[config.mk]
export PLATFORM = sky130hd
export DESIGN_NAME = debug_status_control
export DESIGN_NICKNAME = d
export VERILOG_FILES = /design/src/dscr_pkg.sv /design/src/sticky_flag.sv /design/src/entry_encoder.sv /design/src/debug_status_control.sv
export SDC_FILE = /design/constraint.sdc
export NUM_CORES = 1
export LEC_CHECK = 0
export BUFFER_PORTS_ARGS = -buffer_cell sky130_fd_sc_hd__buf_2
export CELL_PAD_IN_SITES_DETAIL_PLACEMENT = 1
export CELL_PAD_IN_SITES_GLOBAL_PLACEMENT = 1
export CORE_MARGIN = 2
export CORE_UTILIZATION = 28
export CTS_CLUSTER_DIAMETER = 100
export DETAILED_ROUTE_END_ITERATION = 16
export PLACE_DENSITY_LB_ADDON = 0.08
export SLEW_MARGIN = 15
export SYNTH_ARGS = -nofsm -noshare
export SYNTH_HDL_FRONTEND = slang
export SYNTH_SLANG_ARGS = --single-unit
[constraint.sdc]
create_clock -name sys_clk -period 2.68 [get_ports sys_clk]
set_input_delay 0.67 -clock sys_clk [delete_from_list [all_inputs] [get_ports sys_clk]]
set_output_delay 0.67 -clock sys_clk [all_outputs]
set_load 0.05 [all_outputs]
[src/dscr_pkg.sv]
// Purpose : Shared constants and carriers for the debug status/control low half
// Assumes : Single 20 MHz core clock, asynchronous active-high reset
// Notes   : Offsets are byte addresses on the memory-mapped debug port
package dscr_pkg;

   // ****************************************************************
   // Register map
   // ****************************************************************
   localparam logic [11:0] STATUS_OFFSET     = 12'h0088;
   localparam logic [11:0] RUN_CTRL_OFFSET   = 12'h0090;

   // ****************************************************************
   // Field positions
   // ****************************************************************
   localparam int BIT_HALTED       = 0;
   localparam int BIT_RESTARTED    = 1;
   localparam int ENTRY_LSB        = 2;
   localparam int ENTRY_MSB        = 5;
   localparam int BIT_STICKY_SYNC  = 6;
   localparam int BIT_STICKY_ASYNC = 7;
   localparam int BIT_STICKY_UNDEF = 8;
   localparam int BIT_RSVD9        = 9;
   localparam int BIT_RSVD10       = 10;
   localparam int BIT_INT_DISABLE  = 11;
   localparam int BIT_HALT_EN      = 14;
   localparam int BIT_MON_EN       = 15;
   localparam int BIT_CLR_STICKY   = 2;

   // ****************************************************************
   // Entry method codes
   // ****************************************************************
   localparam logic [3:0] ENTRY_HALT_REQ  = 4'h0;
   localparam logic [3:0] ENTRY_BREAK     = 4'h1;
   localparam logic [3:0] ENTRY_UNSUPP    = 4'h2;
   localparam logic [3:0] ENTRY_BREAKPOINT_INSTRUCTION_INSN = 4'h3;
   localparam logic [3:0] ENTRY_EXT_HALT  = 4'h4;
   localparam logic [3:0] ENTRY_VEC_CATCH = 4'h5;
   localparam logic [3:0] ENTRY_WATCH     = 4'hA;

   // ****************************************************************
   // Reset values
   // ****************************************************************
   localparam logic [3:0] ENTRY_RESET     = ENTRY_HALT_REQ;
   localparam logic       HALTED_RESET    = 1'b0;
   localparam logic       RESTARTED_RESET = 1'b1;

   // Channel modes of the external data path
   typedef enum logic [1:0] {
      MODE_NONBLOCK = 2'b00,
      MODE_STALL    = 2'b01,
      MODE_FAST     = 2'b10
   } channel_mode_t;

   // Cause lines from the core, one-hot pulses
   typedef struct packed {
      logic breakpoint;
      logic bkptInsn;
      logic extHalt;
      logic vecCatch;
      logic watchpoint;
      logic haltReq;
   } entry_cause_t;

   // Memory-mapped port request
   typedef struct packed {
      logic        sel;
      logic        write;
      logic [11:0] addr;
      logic [31:0] wdata;
   } dbg_req_t;

endpackage : dscr_pkg

[src/sticky_flag.sv]
// Purpose : One hardware-set, software-cleared sticky flag
// Assumes : Set and clear are single-cycle on sys_clk
// Notes   : Set wins over clear so a late event is never lost
module sticky_flag (
   input  wire logic sys_clk,
   input  wire logic rst,
   input  wire logic setFlag,
   input  wire logic clearFlag,
   output logic      flag
);

   typedef struct packed {
      logic flag;
   } state_t;

   state_t state;
   state_t next_state;

   // Set has priority over clear
   always_comb begin
      next_state = state;
      if (clearFlag) begin
         next_state.flag = 1'b0;
      end
      if (setFlag) begin
         next_state.flag = 1'b1;
      end
   end

   always_ff @(posedge sys_clk or posedge rst) begin
      if (rst) begin
         state <= '0;
      end else begin
         state <= next_state;
      end
   end

   assign flag = state.flag;

   a_set_wins : assert property (@(posedge sys_clk) disable iff (rst)
      setFlag |=> flag) else $error("sticky flag not set after event");

endmodule : sticky_flag

[src/entry_encoder.sv]
// Purpose : Turn debug-entry cause pulses into an entry method code
// Assumes : At most one cause at a time; priority picks if several
// Notes   : Only listed codes can leave this block
module entry_encoder
   import dscr_pkg::*;
(
   input  entry_cause_t cause,
   output logic         anyCause,
   output logic [3:0]   code
);

   // Fixed priority; the unsupported code has no path to the output
   always_comb begin
      anyCause = |cause;
      code     = ENTRY_HALT_REQ;
      if (cause.breakpoint) begin
         code = ENTRY_BREAK;
      end else if (cause.bkptInsn) begin
         code = ENTRY_BREAKPOINT_INSTRUCTION_INSN;
      end else if (cause.watchpoint) begin
         code = ENTRY_WATCH;
      end else if (cause.vecCatch) begin
         code = ENTRY_VEC_CATCH;
      end else if (cause.extHalt) begin
         code = ENTRY_EXT_HALT;
      end
   end

endmodule : entry_encoder

[src/debug_status_control.sv]
// Purpose : Low half of the debug status and control register with its side effects
// Assumes : Debug port request arrives on sys_clk; pins pass a 2-FF synchroniser
// Notes   : Upper control bits 15:14 are held here only for their gating role
//
// Overview of operation
// Set interrupt-disable bit 11 masks normal and fast interrupts; resets to 0.
// Interrupt-disable is ignored when bits 15:14 are 00 or debug enable low.
// Reserved bit 9 reads zero; writers keep it zero.
// Bit 8 sticks on undefined-instruction exception in debug state.
// Bit 7 sticks on asynchronous abort in debug state.
// Bit 6 sticks on synchronous data abort in debug state.
// Writing 1 to run control bit 2 clears the three sticky flags.
// Sync-abort flag set blocks instruction transfer issue and writes.
// Sync-abort flag in Fast mode ignores transmit reads and receive writes.
// Entry method field 5:2 is read/write, encoding listed causes, reset 0000.
// Code 0010 and other reserved codes are never generated.
// Each debug entry loads the entry method with its cause code.
// Restarted bit 1 reads 0 while leaving debug, 1 after; resets 1.
// Halted bit 0 reads 1 in debug state, 0 in normal; resets 0.
// Status bits track live state; core reset forces 10.
// Debugger polls halted and restarted bits for entry and exit.
// Internal coprocessor view of the register is read-only.
// External view is read/write at offset 0x88.
// Bits 14/15 enable halting/monitor modes, reset 0, read 0 if disabled.
// Fast mode: receive write or transmit read issues the transfer instruction.
// Bit 10 reads zero and ignores writes.
module debug_status_control
   import dscr_pkg::*;
(
   input  wire logic          sys_clk,
   input  wire logic          rst,
   input  wire logic          coreDebugResetN,
   input  wire logic          invasiveDebugEnable,
   input  wire dbg_req_t      dbgReq,
   output logic [31:0]        dbgRdata,
   output logic [31:0]        internalView,
   input  wire entry_cause_t  entryCause,
   input  wire logic          inDebugState,
   input  wire logic          leavingDebug,
   input  wire logic          undefInDebug,
   input  wire logic          asyncAbortInDebug,
   input  wire logic          syncAbortInDebug,
   input  wire channel_mode_t channelMode,
   input  wire logic          irqIn,
   input  wire logic          fiqIn,
   output logic               irqMasked,
   output logic               fiqMasked,
   input  wire logic          itrWrite,
   input  wire logic          rxWrite,
   input  wire logic          txRead,
   output logic               itrAccept,
   output logic               rxAccept,
   output logic               txAccept,
   output logic               issueInstr
);

   // ****************************************************************
   // State
   // ****************************************************************
   typedef struct packed {
      logic       syncA;        // First stage of pin synchroniser
      logic       syncB;
      logic       coreRstA;
      logic       coreRstB;
      logic       intDisable;
      logic       haltEn;
      logic       monEn;
      logic [3:0] entryMethod;
      logic       halted;
      logic       restarted;
      logic       prevDebug;
      logic [31:0] rdata;
   } state_t;

   state_t state;
   state_t next_state;

   logic stickyUndef;
   logic stickyAsync;
   logic stickySync;
   logic clearSticky;
   logic anyEntry;
   logic [3:0] entryCode;
   logic dbgEnable;
   logic coreReset;
   logic statusWrite;
   logic [31:0] regView;
   logic intMaskActive;

   assign dbgEnable = state.syncB;
   assign coreReset = ~state.coreRstB;

   // ****************************************************************
   // Sticky exception flags
   // ****************************************************************
   // Clear strobe from the run control register write
   assign clearSticky = dbgReq.sel && dbgReq.write && (dbgReq.addr == RUN_CTRL_OFFSET)
                        && dbgReq.wdata[BIT_CLR_STICKY];

   sticky_flag undefFlag (
      .sys_clk   (sys_clk),
      .rst       (rst),
      .setFlag   (undefInDebug && state.halted),
      .clearFlag (clearSticky),
      .flag      (stickyUndef)
   );

   sticky_flag asyncFlag (
      .sys_clk   (sys_clk),
      .rst       (rst),
      .setFlag   (asyncAbortInDebug && state.halted),
      .clearFlag (clearSticky),
      .flag      (stickyAsync)
   );

   sticky_flag syncFlag (
      .sys_clk   (sys_clk),
      .rst       (rst),
      .setFlag   (syncAbortInDebug && state.halted),
      .clearFlag (clearSticky),
      .flag      (stickySync)
   );

   entry_encoder encoder (
      .cause    (entryCause),
      .anyCause (anyEntry),
      .code     (entryCode)
   );

   // ****************************************************************
   // Register view
   // ****************************************************************
   // Bits 10 and 9 are hard zero; mode enables read 0 while debug disabled
   always_comb begin
      regView                  = '0;
      regView[BIT_MON_EN]      = state.monEn && dbgEnable;
      regView[BIT_HALT_EN]     = state.haltEn && dbgEnable;
      regView[BIT_INT_DISABLE] = state.intDisable;
      regView[BIT_RSVD10]      = 1'b0;
      regView[BIT_RSVD9]       = 1'b0;
      regView[BIT_STICKY_UNDEF] = stickyUndef;
      regView[BIT_STICKY_ASYNC] = stickyAsync;
      regView[BIT_STICKY_SYNC]  = stickySync;
      regView[ENTRY_MSB:ENTRY_LSB] = state.entryMethod;
      regView[BIT_RESTARTED]   = state.restarted;
      regView[BIT_HALTED]      = state.halted;
   end

   // Internal view is driven only, never written from the core side
   assign internalView = regView;

   assign statusWrite = dbgReq.sel && dbgReq.write && (dbgReq.addr == STATUS_OFFSET);

   // ****************************************************************
   // Interrupt masking
   // ****************************************************************
   // Mask only counts while some debug mode is on and debug is enabled
   assign intMaskActive = state.intDisable && dbgEnable
                          && (state.haltEn || state.monEn);
   assign irqMasked = irqIn && !intMaskActive;
   assign fiqMasked = fiqIn && !intMaskActive;

   // ****************************************************************
   // Transfer gating
   // ****************************************************************
   // The abort flag stops issue so a faulting sequence cannot run on
   assign itrAccept  = itrWrite && !stickySync;
   assign rxAccept   = rxWrite && !(stickySync && channelMode == MODE_FAST);
   assign txAccept   = txRead && !(stickySync && channelMode == MODE_FAST);
   always_comb begin
      if (channelMode == MODE_FAST) begin
         issueInstr = (rxAccept || txAccept) && !stickySync;
      end else begin
         issueInstr = itrAccept;
      end
   end

   // ****************************************************************
   // Next state
   // ****************************************************************
   always_comb begin
      next_state          = state;
      next_state.syncA    = invasiveDebugEnable;
      next_state.syncB    = state.syncA;
      next_state.coreRstA = coreDebugResetN;
      next_state.coreRstB = state.coreRstA;
      next_state.prevDebug = inDebugState;
      if (statusWrite) begin
         next_state.intDisable  = dbgReq.wdata[BIT_INT_DISABLE];
         next_state.haltEn      = dbgReq.wdata[BIT_HALT_EN];
         next_state.monEn       = dbgReq.wdata[BIT_MON_EN];
         next_state.entryMethod = dbgReq.wdata[ENTRY_MSB:ENTRY_LSB];
      end
      // Hardware cause wins over a simultaneous software write
      if (anyEntry) begin
         next_state.entryMethod = entryCode;
      end
      // Live status; restarted drops while leaving, rises once out
      next_state.halted = inDebugState;
      if (leavingDebug) begin
         next_state.restarted = 1'b0;
      end else if (!inDebugState) begin
         next_state.restarted = 1'b1;
      end
      if (coreReset) begin
         next_state.halted    = HALTED_RESET;
         next_state.restarted = RESTARTED_RESET;
      end
      // Read data registered; unmapped offsets read zero
      next_state.rdata = (dbgReq.sel && !dbgReq.write && dbgReq.addr == STATUS_OFFSET)
                         ? regView : 32'h0000_0000;
   end

   always_ff @(posedge sys_clk or posedge rst) begin
      if (rst) begin
         state             <= '0;
         state.entryMethod <= ENTRY_RESET;
         state.restarted   <= RESTARTED_RESET;
         state.halted      <= HALTED_RESET;
         state.coreRstA    <= 1'b1;
         state.coreRstB    <= 1'b1;
      end else begin
         state <= next_state;
      end
   end

   assign dbgRdata = state.rdata;

   // ****************************************************************
   // Checks
   // ****************************************************************
   a_irq_masked : assert property (@(posedge sys_clk) disable iff (rst)
      (state.intDisable && dbgEnable && state.haltEn) |-> !irqMasked && !fiqMasked)
      else $error("interrupt passed while disabled");
   a_mask_ignored : assert property (@(posedge sys_clk) disable iff (rst)
      (!dbgEnable || (!state.haltEn && !state.monEn)) |-> irqMasked == irqIn)
      else $error("interrupt masked while disable ignored");
   a_rsvd_zero : assert property (@(posedge sys_clk) disable iff (rst)
      !regView[BIT_RSVD9] && !regView[BIT_RSVD10])
      else $error("reserved bit reads one");
   a_sticky_clear : assert property (@(posedge sys_clk) disable iff (rst)
      (clearSticky && !undefInDebug && !asyncAbortInDebug && !syncAbortInDebug)
      |=> !stickyUndef && !stickyAsync && !stickySync)
      else $error("sticky flags not cleared");
   a_itr_blocked : assert property (@(posedge sys_clk) disable iff (rst)
      stickySync |-> !itrAccept && !issueInstr)
      else $error("instruction issued after sync abort");
   a_fast_blocked : assert property (@(posedge sys_clk) disable iff (rst)
      (stickySync && channelMode == MODE_FAST) |-> !rxAccept && !txAccept)
      else $error("fast channel access accepted after abort");
   a_entry_load : assert property (@(posedge sys_clk) disable iff (rst)
      anyEntry |=> state.entryMethod == $past(entryCode))
      else $error("entry method not loaded");
   a_entry_legal : assert property (@(posedge sys_clk) disable iff (rst)
      anyEntry |=> state.entryMethod != ENTRY_UNSUPP)
      else $error("unsupported entry code generated");
   a_halt_track : assert property (@(posedge sys_clk) disable iff (rst)
      (inDebugState && !coreReset) |=> state.halted)
      else $error("halted bit not tracking");
   a_core_reset : assert property (@(posedge sys_clk) disable iff (rst)
      coreReset |=> regView[1:0] == 2'b10)
      else $error("core reset did not force status");
   a_fast_issue : assert property (@(posedge sys_clk) disable iff (rst)
      (channelMode == MODE_FAST && rxWrite && !stickySync) |-> issueInstr)
      else $error("fast mode did not issue");
   a_mon_mask : assert property (@(posedge sys_clk) disable iff (rst)
      (state.intDisable && dbgEnable && state.monEn) |-> !irqMasked && !fiqMasked)
      else $error("interrupt passed under monitor mode");
   a_fiq_ignored : assert property (@(posedge sys_clk) disable iff (rst)
      (!dbgEnable || (!state.haltEn && !state.monEn)) |-> fiqMasked == fiqIn)
      else $error("fast interrupt masked while disable ignored");
   a_undef_set : assert property (@(posedge sys_clk) disable iff (rst)
      (undefInDebug && state.halted) |=> stickyUndef)
      else $error("undefined flag not set");
   a_async_set : assert property (@(posedge sys_clk) disable iff (rst)
      (asyncAbortInDebug && state.halted) |=> stickyAsync)
      else $error("async abort flag not set");
   a_sync_set : assert property (@(posedge sys_clk) disable iff (rst)
      (syncAbortInDebug && state.halted) |=> stickySync)
      else $error("sync abort flag not set");
   a_field_write : assert property (@(posedge sys_clk) disable iff (rst)
      (statusWrite && !anyEntry)
      |=> state.entryMethod == $past(dbgReq.wdata[ENTRY_MSB:ENTRY_LSB]))
      else $error("entry method write lost");
   a_restart_drop : assert property (@(posedge sys_clk) disable iff (rst)
      (leavingDebug && !coreReset) |=> !state.restarted)
      else $error("restarted bit high while leaving");
   a_restart_rise : assert property (@(posedge sys_clk) disable iff (rst)
      (!inDebugState && !leavingDebug) |=> state.restarted)
      else $error("restarted bit low after leaving");
   a_halt_clear : assert property (@(posedge sys_clk) disable iff (rst)
      !inDebugState |=> !state.halted)
      else $error("halted bit high in normal state");
   a_mode_hidden : assert property (@(posedge sys_clk) disable iff (rst)
      !dbgEnable |-> !regView[BIT_HALT_EN] && !regView[BIT_MON_EN])
      else $error("mode bits visible while debug disabled");
   a_read_data : assert property (@(posedge sys_clk) disable iff (rst)
      (dbgReq.sel && !dbgReq.write && dbgReq.addr == STATUS_OFFSET)
      |=> dbgRdata == $past(regView))
      else $error("status read returned wrong data");
   a_stall_issue : assert property (@(posedge sys_clk) disable iff (rst)
      (channelMode != MODE_FAST) |-> issueInstr == itrAccept)
      else $error("issue not tied to transfer write");
   a_tx_issue : assert property (@(posedge sys_clk) disable iff (rst)
      (channelMode == MODE_FAST && txRead && !stickySync) |-> issueInstr)
      else $error("fast transmit read did not issue");

endmodule : debug_status_control

* After elaboration in Yosys (flattened, before gate mapping)
Index checks and enable logic that the tools add are counted.
W data, S select, Z words.
** Word-level totals
- Output and inout bits :: 70
- Register bits :: 32
- Bits of input ports :: 68
- Logic and storage cells :: 65
** Operators by class
- Eq/ne operators :: 4
- Reduce and logical (&&, ||, !) cells :: 31
- Mux-type cells :: 16
** Operators with widths (number)
- $eq A12 B8 Y1 const B :: 2
- $mux W4 :: 6
- $logic_and A1 B1 Y1 :: 20
- $mux W16 :: 1
- $reduce_bool A2 Y1 :: 4
- $mux W1 :: 7
- $reduce_or A6 Y1 :: 1
- $logic_not A1 Y1 :: 4
- $mux W3 :: 1
- $ne A3 B3 Y1 const B :: 1
- $eq A2 B2 Y1 const B :: 1
- $logic_or A1 B1 Y1 :: 2
- $mux W2 :: 1

* Depth between registers and ports, before layout
Gate-level depths: netlist (run 1).
- Depth in word-level cells :: 7
- Depth in mapped cells :: 5
- Mapped depth without buffers :: 4

* Cells and area by module
A second synthesis (run 1) with hierarchy kept.
** Second synthesis, totals
- Cell total of the unflattened synthesis :: 179
- Area total of the unflattened synthesis :: 1783.0 um^2
** Modules (own cells, without submodules)
- debug_status_control :: instances 1, area an instance 1607.8 um^2, cells each 158, sequential area each 629.4 um^2
- sticky_flag :: instances 3, area an instance 40.0 um^2, cells each 4, sequential area each 25.0 um^2
- entry_encoder :: instances 1, area an instance 55.1 um^2, cells each 9, sequential area each 0.0 um^2

* Worst setup path after synthesis (run 1)
No wires, ideal clock.
- Path kind :: input port to output port
- Start point :: input port channelMode[1]
- End point :: output port issueInstr
- Data required time :: 2.010 ns
- Arrival :: 2.113 ns
- Cell stages on the path :: 3
- Path slack :: -0.103 ns
- Cells stage by stage :: nor2b_1 > nor2_1 > a211oi_1
** On the way
- Word-level cells in the longest chain between the ends :: 7
- Elaborated cells between the ends (all ways) :: 8
** RTL lines
- from (decl) :: line debug_status_control.sv:43 : input wire channel_mode_t channelMode,
- $eq A2 B2 Y1 (*) :: line debug_status_control.sv:168, debug_status_control.sv:169, debug_status_control.sv:171
- $logic_and A1 B1 Y1 :: line debug_status_control.sv:168, debug_status_control.sv:169
- $logic_not A1 Y1 :: line debug_status_control.sv:168, debug_status_control.sv:169
- $logic_and A1 B1 Y1 (on tied branches) :: line debug_status_control.sv:168, debug_status_control.sv:169
- $logic_or A1 B1 Y1 :: line debug_status_control.sv:172 : issueInstr = (rxAccept || txAccept) && !stickySync;
- $logic_and A1 B1 Y1 :: line debug_status_control.sv:172
- $mux W1 (*) :: line debug_status_control.sv:171 : if (channelMode == MODE_FAST) begin
- to (decl) :: line debug_status_control.sv:54 : output logic issueInstr
Every way passes the cells marked *; elsewhere a longest branch is shown, timed or not.

* Final worst setup path (run 1)
- Start point :: input port dbgReq[41] in the netlist's numbering
- End point :: register asyncFlag.state (netlist: asyncFlag.flag)
** On the way
- Word-level cells in the longest chain between the ends :: 4
** RTL lines
- from (decl) :: line debug_status_control.sv:34 : input wire dbg_req_t dbgReq,
- $eq A12 B8 Y1 :: line debug_status_control.sv:97 : assign clearSticky = dbgReq.sel && dbgReq.write && (dbgReq.addr == RUN_CTRL_OFFSET)
- $logic_and A1 B1 Y1 :: line debug_status_control.sv:97
- $logic_and A1 B1 Y1 :: line debug_status_control.sv:98 : && dbgReq.wdata[BIT_CLR_STICKY];
- $reduce_bool A2 Y1 (no source line)
- to (signal assigned) :: line sticky_flag.sv:34 : state <= next_state;
- to (decl) :: line sticky_flag.sv:16 : state_t state;
Every way passes these cells.
A chain may end at the register's enable or synchronous reset.

==> results of run 1 <==
==> cell type report <==
type | instances | area (sq um)
fillers | 688 | 3700
flip-flops and latches | 28 | 704
multi-input cells | 104 | 611
repair buffers | 76 | 390
well taps | 72 | 90.1
clock buffers | 3 | 41.3
clock inverters | 1 | 30.0
inverters | 2 | 7.51
==> flip-flops by register name, summed over array words and instances (netlist names) <==
name / count
dbgRdata: 12
internalView: 7
state: 3
next_state: 2
asyncFlag.flag: 1
dbgEnable: 1
syncFlag.flag: 1
undefFlag.flag: 1
==> critical path, delay by kind of cell <==
family | cells | cell delay (ns)
AOI/OAI and AO/OA | 1 | 0.19
and+or+nand+nor | 3 | 1.45
buffers and inverters | 1 | 0.10
==> stage by stage <==
stage          worst slack (ns)  hold slack [ns]  cell area [sq um]  util [%]  std cells
6_report                  0.428            0.362               1870      33.6        286
5_1_grt                   0.367            0.370               1870      33.6        286
4_1_cts                   0.437            0.364               1870      33.6        286
3_5_place_dp              0.137            0.347               1800      32.3        282
3_3_place_gp              0.142            0.339               1800      32.3        282
2_1_floorplan            0.0413            0.331               1790         -        197
==> worst max path at each step <==
stage	start	endpoint	slack, ns	cells past startpoint
after floorplan	channelMode[1]	rxAccept	0.04	2
after global placement	dbgReq[34]	syncFlag.flag	0.14	5
after detailed placement	dbgReq[34]	asyncFlag.flag	0.14	5
after CTS	dbgReq[34]	asyncFlag.flag	0.44	5
after global routing	channelMode[1]	issueInstr	0.37	5
final	dbgReq[41]	asyncFlag.flag	0.43	5
==> cell families after synthesis <==
| family | after synthesis | share of synthesized area [%] |
|---|---|---|
| buffers and inverters | 65 | 29.1 |
| muxes | 3 | 2.06 |
| other | 1 | 0.229 |
| DFF | 28 | 42.9 |
| AOI/OAI and AO/OA | 14 | 6.33 |
| and+or+nand+nor | 47 | 19.4 |
==> placed cells by master, fill, tap and decap left out, types with 3 or more instances in the layout <==
cell,synthesis,layout
nor4_1,3,3
dfstp_2,3,3
clkbuf_8,0,3
buf_4,62,4
dfrtp_1,25,25
buf_2,0,72
nor2_1,6,6
nor2b_1,3,3
conb_1,1,40
a21boi_0,3,3
and2_1,17,17
mux2_2,3,3
a22o_1,3,3
==> power groups by stage <==
stage	Sequential [W]	Combinational, W	Clock [W]
final	0.000437	0.000230	0.000322
after floorplan	0.000444	0.000231	0
after global placement	0.000445	0.000227	0
after CTS	0.000438	0.000230	0.000341
after detailed placement	0.000446	0.000230	0
after global routing	0.000439	0.000243	0.000353
==> per-layer routing <==
| layer | up-vias | share of wire, % |
|---|---|---|
| li1 | 545 | - |
| met1 | 510 | 43 |
| met2 | 68 | 44 |
| met3 | 2 | 12 |
| met4 | 0 | 0.50 |
| met5 | - | 0 |
==> flow_summary_export.csv, run 1 <==
group,metric,value,unit
power,pwr-share-clk,32.6,%
sta,period_share,84.0,%
clock_tree,cts_resized,0,
sta,drv_slew,0,
final_layout,num_antenna_cells,0,
setup_path,crit_fanout,3,
setup_path,critPathKind,"in -> reg",
sta,slew_headroom,65.8,%
final_layout,drive_above_1_share,43.5,%
detailed_routing,drt_first_pass_iters,2,
clock_tree,cts_sinks,28,
placed_design,place_congestion,0.709,
floorplan,fp-row-count,27,
min_path,whs_path_depth,0,
setup_path,worstReg2RegStart,"internalView[4]",
global_route,grt_usage,9.99,%
setup_path,crit_arrival,2.42,ns
global_route,grt_pass1_vias,1116,
min_path,hold_class,"reg -> reg",
min_path,min_to,"state[42]",
synthesis,async_flop_share,100,%
power,pwr_density_cell,528,nW/um^2
flow_run,max_cap_viol_count,0,
synthesis,synth_largest_area_cell,"dfrtp_1",
synthesis,yosys-top-cells-area,"dfrtp_1 (38%), buf_4 (28%), and2_1 (6.5%), dfstp_2 (4.8%), mux2_2 (2.1%)",
global_route,grt_pass1_wl,5030,microns
floorplan,dieArea,6490,sq um
clock_tree,htreeDepth,1,
sta,hold_viol,0,
clock_tree,cts-root-buf,"clkbuf_8",
global_route,grtUsageMet1,12.9,%
detailed_routing,wirelength,3400,microns
clock_tree,clkLatencyLatePin,0.26,ns
setup_path,crit_path_max_incr_delay,0.54,ns
setup_path,startpoint_type,"input pin",
synthesis,synthTopCellsByCount,"buf_4 (62), dfrtp_1 (25), and2_1 (17)",
final_layout,syn_to_final_growth,14.3,%
power,irDropWorstVdd,0.191,mV
global_route,grt_use_met3,3.03,%
sta,rsz0062_at_grt,"false",
setup_path,cp.required,2.84,ns
power,swShare,32.2,%
setup_path,r2r_cells,2,
setup_path,slowest_stage,"or4_4",
detailed_routing,num_vias,1125,
floorplan,core-area,5570,sq um
synthesis,ys_warn_count,0,
setup_path,end_kind,"register",
detailed_routing,drt_iter0_drc,10,
sta,setup_viol,0,
power,p_total,0.000990,W
synthesis,synth_cells,158,
global_route,antenna_found_initial,0,
sta,max_slew.worst_pin.slew,0.512,ns
synthesis,synthFlopType,"dfrtp_1",
synthesis,syn_area,1640,sq um
outcome,status,"finished, final reports clean",
detailed_routing,ant_nets,0,
synthesis,synth_top_area_share,38.1,%
synthesis,yosysMostFrequentCell,"buf_4",
clock_tree,clk_pin_slew,0.09,ns
power,seqPwrFrac,44.2,%
setup_path,r2r_setup_slack,1.52,ns
clock_tree,holdBufCountCts,0,
floorplan,die_h,80.5,microns
clock_tree,clockBufferDepth,2,
power,comb_power_share,23.2,%
synthesis,synth_edf_count,0,
min_path,holdCritStartpoint,"next_state[42]",
setup_path,r2r-end,"internalView[4]",
synthesis,syn_avg_cell_area,10.4,sq um
synthesis,ys_seq_elements,28,
power,p_leak,1.01,nW
sta,skew,0.00131,ns
clock_tree,cts-buffers-inserted,3,
power,p_int,0.000671,W
global_route,grt_max_degree,17,
sta,max_clock_freq,0.444,GHz
power,p_switching,0.000319,W
clock_tree,postCtsSetupBuffers,0,
floorplan,start_util,29.4,%
detailed_routing,drc,0,
detailed_routing,wl_per_cell,11.9,microns
sta,fin_crit,2.25,ns
clock_tree,cts_tree,"built",
global_route,overflow,0,
synthesis,yosysUniqueCellTypes,34,
setup_path,cp_cell_sequence,"buf_2, or4_4, or3_4, or4b_4, a22o_1",
synthesis,seq_area_frac_synth,42.9,%
placed_design,hpwl,2910,microns
final_layout,finalNetCount,283,
floorplan,dieWidth,80.5,microns
detailed_routing,viasPerCell,3.93,
sta,setup_tns,0,ns
placed_design,port_buffers,72,
global_route,use_met2,16.0,%
floorplan,io_pins,138,
global_route,busiest_layer,"met2",
No activity file was read; power rests on OpenSTA's default activity.
==> run 2: changes to the inputs <==
CORE_UTILIZATION = 26   (was 28)
clock period = 2.3 ns   (was 2.68 ns; I/O delays follow)
==> flow_summary_export.csv, run 2 (synthesized netlist as in run 1, its figures left out) <==
group,metric,value,unit
clock_tree,holdBufCountCts,0,
global_route,antenna_found_initial,0,
placed_design,dpl_worst_slack,-0.143,ns
final_layout,syn_to_final_growth,14.9,%
floorplan,die_h,83.4,microns
power,p_leak,1.01,nW
final_layout,largest_reg_flops,12,
placed_design,port_buffers,72,
clock_tree,clockBufferDepth,2,
sta,period_share,93.3,%
setup_path,startpoint_type,"input pin",
setup_path,r2r-end,"internalView[4]",
placed_design,dp.cells,288,
sta,fin_ws,0.153,ns
sta,fin_crit,2.15,ns
placed_design,place_congestion,0.705,
setup_path,r2r_setup_slack,1.15,ns
sta,max_clock_freq,0.466,GHz
setup_path,cp.required,2.51,ns
detailed_routing,ant_nets,0,
sta,skew,0.00729,ns
placed_design,hpwl,2910,microns
clock_tree,cts_resized,0,
final_layout,fin_cells,292,
setup_path,r2r_cells,2,
clock_tree,clkLatencyLatePin,0.27,ns
final_layout,finalNetCount,286,
detailed_routing,wl_per_cell,12.1,microns
power,pwr_density_cell,575,nW/um^2
flow_run,max_cap_viol_count,0,
clock_tree,clk_pin_slew,0.10,ns
sta,rsz0062_at_grt,"false",
clock_tree,cts_sinks,28,
floorplan,dieArea,6960,sq um
floorplan,dieWidth,83.4,microns
detailed_routing,drc,0,
detailed_routing,wirelength,3520,microns
global_route,grt_pass1_vias,1223,
final_layout,final_common_cell,"buf_2",
floorplan,io_pins,138,
sta,hold_viol,0,
floorplan,start_util,27.2,%
setup_path,crit_arrival,2.36,ns
setup_path,end_kind,"register",
setup_path,critPathKind,"in -> reg",
global_route,grt_max_degree,29,
clock_tree,cts-buffers-inserted,3,
clock_tree,cts_tree,"built",
setup_path,worstReg2RegStart,"internalView[4]",
final_layout,num_antenna_cells,0,
detailed_routing,num_vias,1145,
clock_tree,htreeDepth,1,
final_layout,final_cell_mix,"buf_2 (72), conb_1 (40), dfrtp_1 (25), and2_1 (17), buf_4 (7)",
clock_tree,postCtsSetupBuffers,0,
setup_path,crit_start,"dbgReq[41]",
clock_tree,cts-root-buf,"clkbuf_8",
placed_design,detailed_place.area,1830,sq um
floorplan,core-area,6030,sq um
global_route,overflow,0,
final_layout,drive_above_1_share,44.2,%
min_path,hold_class,"in -> async",
final_layout,fin_area,1880,sq um
global_route,grt_pass1_wl,5870,microns
setup_path,crit_fanout,11,
detailed_routing,drt_iter0_drc,19,
power,irDropWorstVdd,0.202,mV
detailed_routing,viasPerCell,3.92,
global_route,grt_usage,10.4,%
sta,setup_viol,0,
sta,drv_slew,0,
setup_path,critical_path.endpoint,"dbgRdata[8]",
floorplan,fp-row-count,28,
outcome,status,"finished, final reports clean",
detailed_routing,drt_first_pass_iters,4,
[run 2: layout make-up]
type / count / area, sq um
timing repair buffer: 79 / 413
multi-input combinational: 104 / 611
sequential: 28 / 704
clock buffer: 4 / 55.1
fill: 733 / 4140
inverter: 2 / 7.51
tap: 75 / 93.8
[run 2: through the flow]
stage	utilization, %	power (W)	setup TNS (ns)	hold slack, ns
global route	31.3	0.00115	0	0.373
detailed placement	30.4	0.000788	-1.88	0.337
floorplan	-	0.000786	-0.297	0.331
global placement	30.4	0.000785	-1.63	0.338
finish	31.3	0.00108	0	0.358
CTS	31.3	0.00111	0	0.363
[run 2: worst min-delay path by stage]
stage              endpoint           start  depth (start not counted)  slack [ns]
2_1_floorplan     dbgEnable  next_state[44]                          0        0.33
3_3_place_gp      dbgEnable  next_state[44]                          0        0.34
3_5_place_dp      dbgEnable  next_state[44]                          0        0.34
4_1_cts           dbgEnable  next_state[44]                          0        0.36
5_1_grt           state[42]  next_state[42]                          0        0.37
6_report       dbgRdata[11]             rst                          3        0.36
[run 2: power breakdown]
part	leakage, nW	switching [W]	total (W)	internal, W
Sequential	0.353	0.00000589	0.000510	0.000504
Combinational	0.631	0.000222	0.000268	0.0000468
Clock	0.0288	0.000152	0.000305	0.000153
Total	1.01	0.000380	0.00108	0.000704
[run 2: layer usage]
layer,vias up,global-route usage (%),share of wire (%)
met1,530,14.1,43
met2,68,16.4,46
met5,-,0,0
met4,0,3.08,0.68
li1,545,-,-
met3,2,2.49,9.9
[run 2: critical path, cell delays in order]
cell and delay [ns]:
buf_2 0.10, or4_4 0.53, or3_4 0.39, buf_4 0.15
nor4b_2 0.24, buf_4 0.23, and2_1 0.14
==> run 3: changes to the inputs <==
MAX_ROUTING_LAYER = met4   (was not set)
==> flow_summary_export.csv, run 3 (synthesized netlist as in run 1, its figures left out) <==
group,metric,value,unit
placed_design,dpl_worst_slack,-0.143,ns
global_route,grt_pass1_wl,5870,microns
setup_path,startpoint_type,"input pin",
clock_tree,clockBufferDepth,2,
clock_tree,postCtsSetupBuffers,0,
sta,skew,0.00747,ns
global_route,overflow,0,
setup_path,cp_cell_sequence,"buf_2, or4_4, or3_4, buf_4, nor4b_2, buf_4, and2_1",
clock_tree,clk_pin_slew,0.10,ns
detailed_routing,drt_first_pass_iters,4,
power,pwr_density_cell,575,nW/um^2
final_layout,final_common_cell,"buf_2",
final_layout,num_antenna_cells,0,
floorplan,fp-row-count,28,
sta,setup_viol,0,
sta,drv_slew,0,
flow_run,max_cap_viol_count,0,
floorplan,io_pins,138,
detailed_routing,drt_iter0_drc,20,
setup_path,end_kind,"register",
setup_path,critPathKind,"in -> reg",
setup_path,critPathTopFamily,"simple AND/OR/NAND/NOR gates",
setup_path,cp.required,2.51,ns
sta,fin_crit,2.15,ns
placed_design,place_congestion,0.713,
floorplan,dieWidth,83.4,microns
floorplan,core-area,6030,sq um
detailed_routing,drc,0,
clock_tree,clkLatencyLatePin,0.27,ns
detailed_routing,viasPerCell,3.92,
floorplan,start_util,27.2,%
final_layout,final_cell_mix,"buf_2 (72), conb_1 (40), dfrtp_1 (25), and2_1 (17), buf_4 (7)",
sta,period_share,93.3,%
detailed_routing,num_vias,1145,
setup_path,critPathBufInv,3,
placed_design,port_buffers,72,
clock_tree,htreeDepth,1,
clock_tree,cts_resized,0,
power,p_leak,1.01,nW
detailed_routing,ant_nets,0,
global_route,antenna_found_initial,0,
placed_design,hpwl,2910,microns
setup_path,cpMostUsedCell,"buf_4",
sta,hold_slack,0.358,ns
floorplan,dieArea,6960,sq um
power,irDropWorstVdd,0.202,mV
min_path,hold_class,"in -> async",
sta,rsz0062_at_grt,"false",
setup_path,crit_arrival,2.36,ns
final_layout,syn_to_final_growth,14.9,%
final_layout,finalNetCount,286,
clock_tree,cts-buffers-inserted,3,
clock_tree,cts-root-buf,"clkbuf_8",
sta,fin_ws,0.153,ns
setup_path,slowest_stage,"or4_4",
setup_path,crit_fanout,11,
setup_path,r2r_setup_slack,1.15,ns
clock_tree,holdBufCountCts,0,
final_layout,utilization,31.3,%
global_route,grt_max_degree,29,
setup_path,crit_path_max_incr_delay,0.53,ns
clock_tree,cts_tree,"built",
clock_tree,cts_sinks,28,
outcome,status,"finished, final reports clean",
detailed_routing,wirelength,3520,microns
global_route,grt_pass1_vias,1223,
floorplan,die_h,83.4,microns
detailed_routing,wl_per_cell,12.1,microns
final_layout,largest_reg_flops,12,
final_layout,drive_above_1_share,44.2,%
sta,max_clock_freq,0.466,GHz
sta,hold_viol,0,
global_route,grt_usage,10.7,%
run 3: cell counts in the layout (fill, tap and decap cells not counted):
No cell type changed its count.
run 3: final timing paths:
kind / startpoint / to / cells past startpoint
worst max-delay path: dbgReq[41] / dbgRdata[8] / 7
worst min-delay path: rst / dbgRdata[11] / 3
worst max register to register: internalView[4] / internalView[4] / 2
worst min register to register: next_state[44] / dbgEnable / 0
max in group asynchronous: rst / internalView[1] / 3
min in group sys_clk: next_state[44] / dbgEnable / 0
run 3: where the power goes:
group / leakage [nW] / internal [W] / switching [W]
Combinational: 0.631 / 0.0000468 / 0.000222
Clock: 0.0288 / 0.000153 / 0.000153
Sequential: 0.353 / 0.000504 / 0.00000590
run 3: per-stage QoR:
step / power [W] / TNS (ns) / instance area [sq um] / std cells
finish: 0.00108 / 0 / 1880 / 292
global route: 0.00115 / 0 / 1880 / 292
CTS: 0.00111 / 0 / 1880 / 292
detailed placement: 0.000788 / -1.88 / 1830 / 288
global placement: 0.000785 / -1.63 / 1830 / 288
floorplan: 0.000786 / -0.297 / 1790 / 197
run 3: final cells by class:
type	count	area [sq um]
clock buffer	4	55.1
fill	733	4140
inverter	2	7.51
multi-input combinational	104	611
sequential	28	704
tap	75	93.8
timing repair buffer	79	413
run 3: routing by layer:
metal	up-vias	global-route usage [%]	routed length (microns)
met1	530	14.3	1540
met3	2	2.09	319
met2	68	16.4	1630
met4	0	3.08	23
li1	545	-	-
met5	-	-	0
run 3: worst register-to-register path: stages (launching register included):
cell,delay (ns)
dfrtp_1,0.38
or4b_2,0.59
o211ai_1,0.11
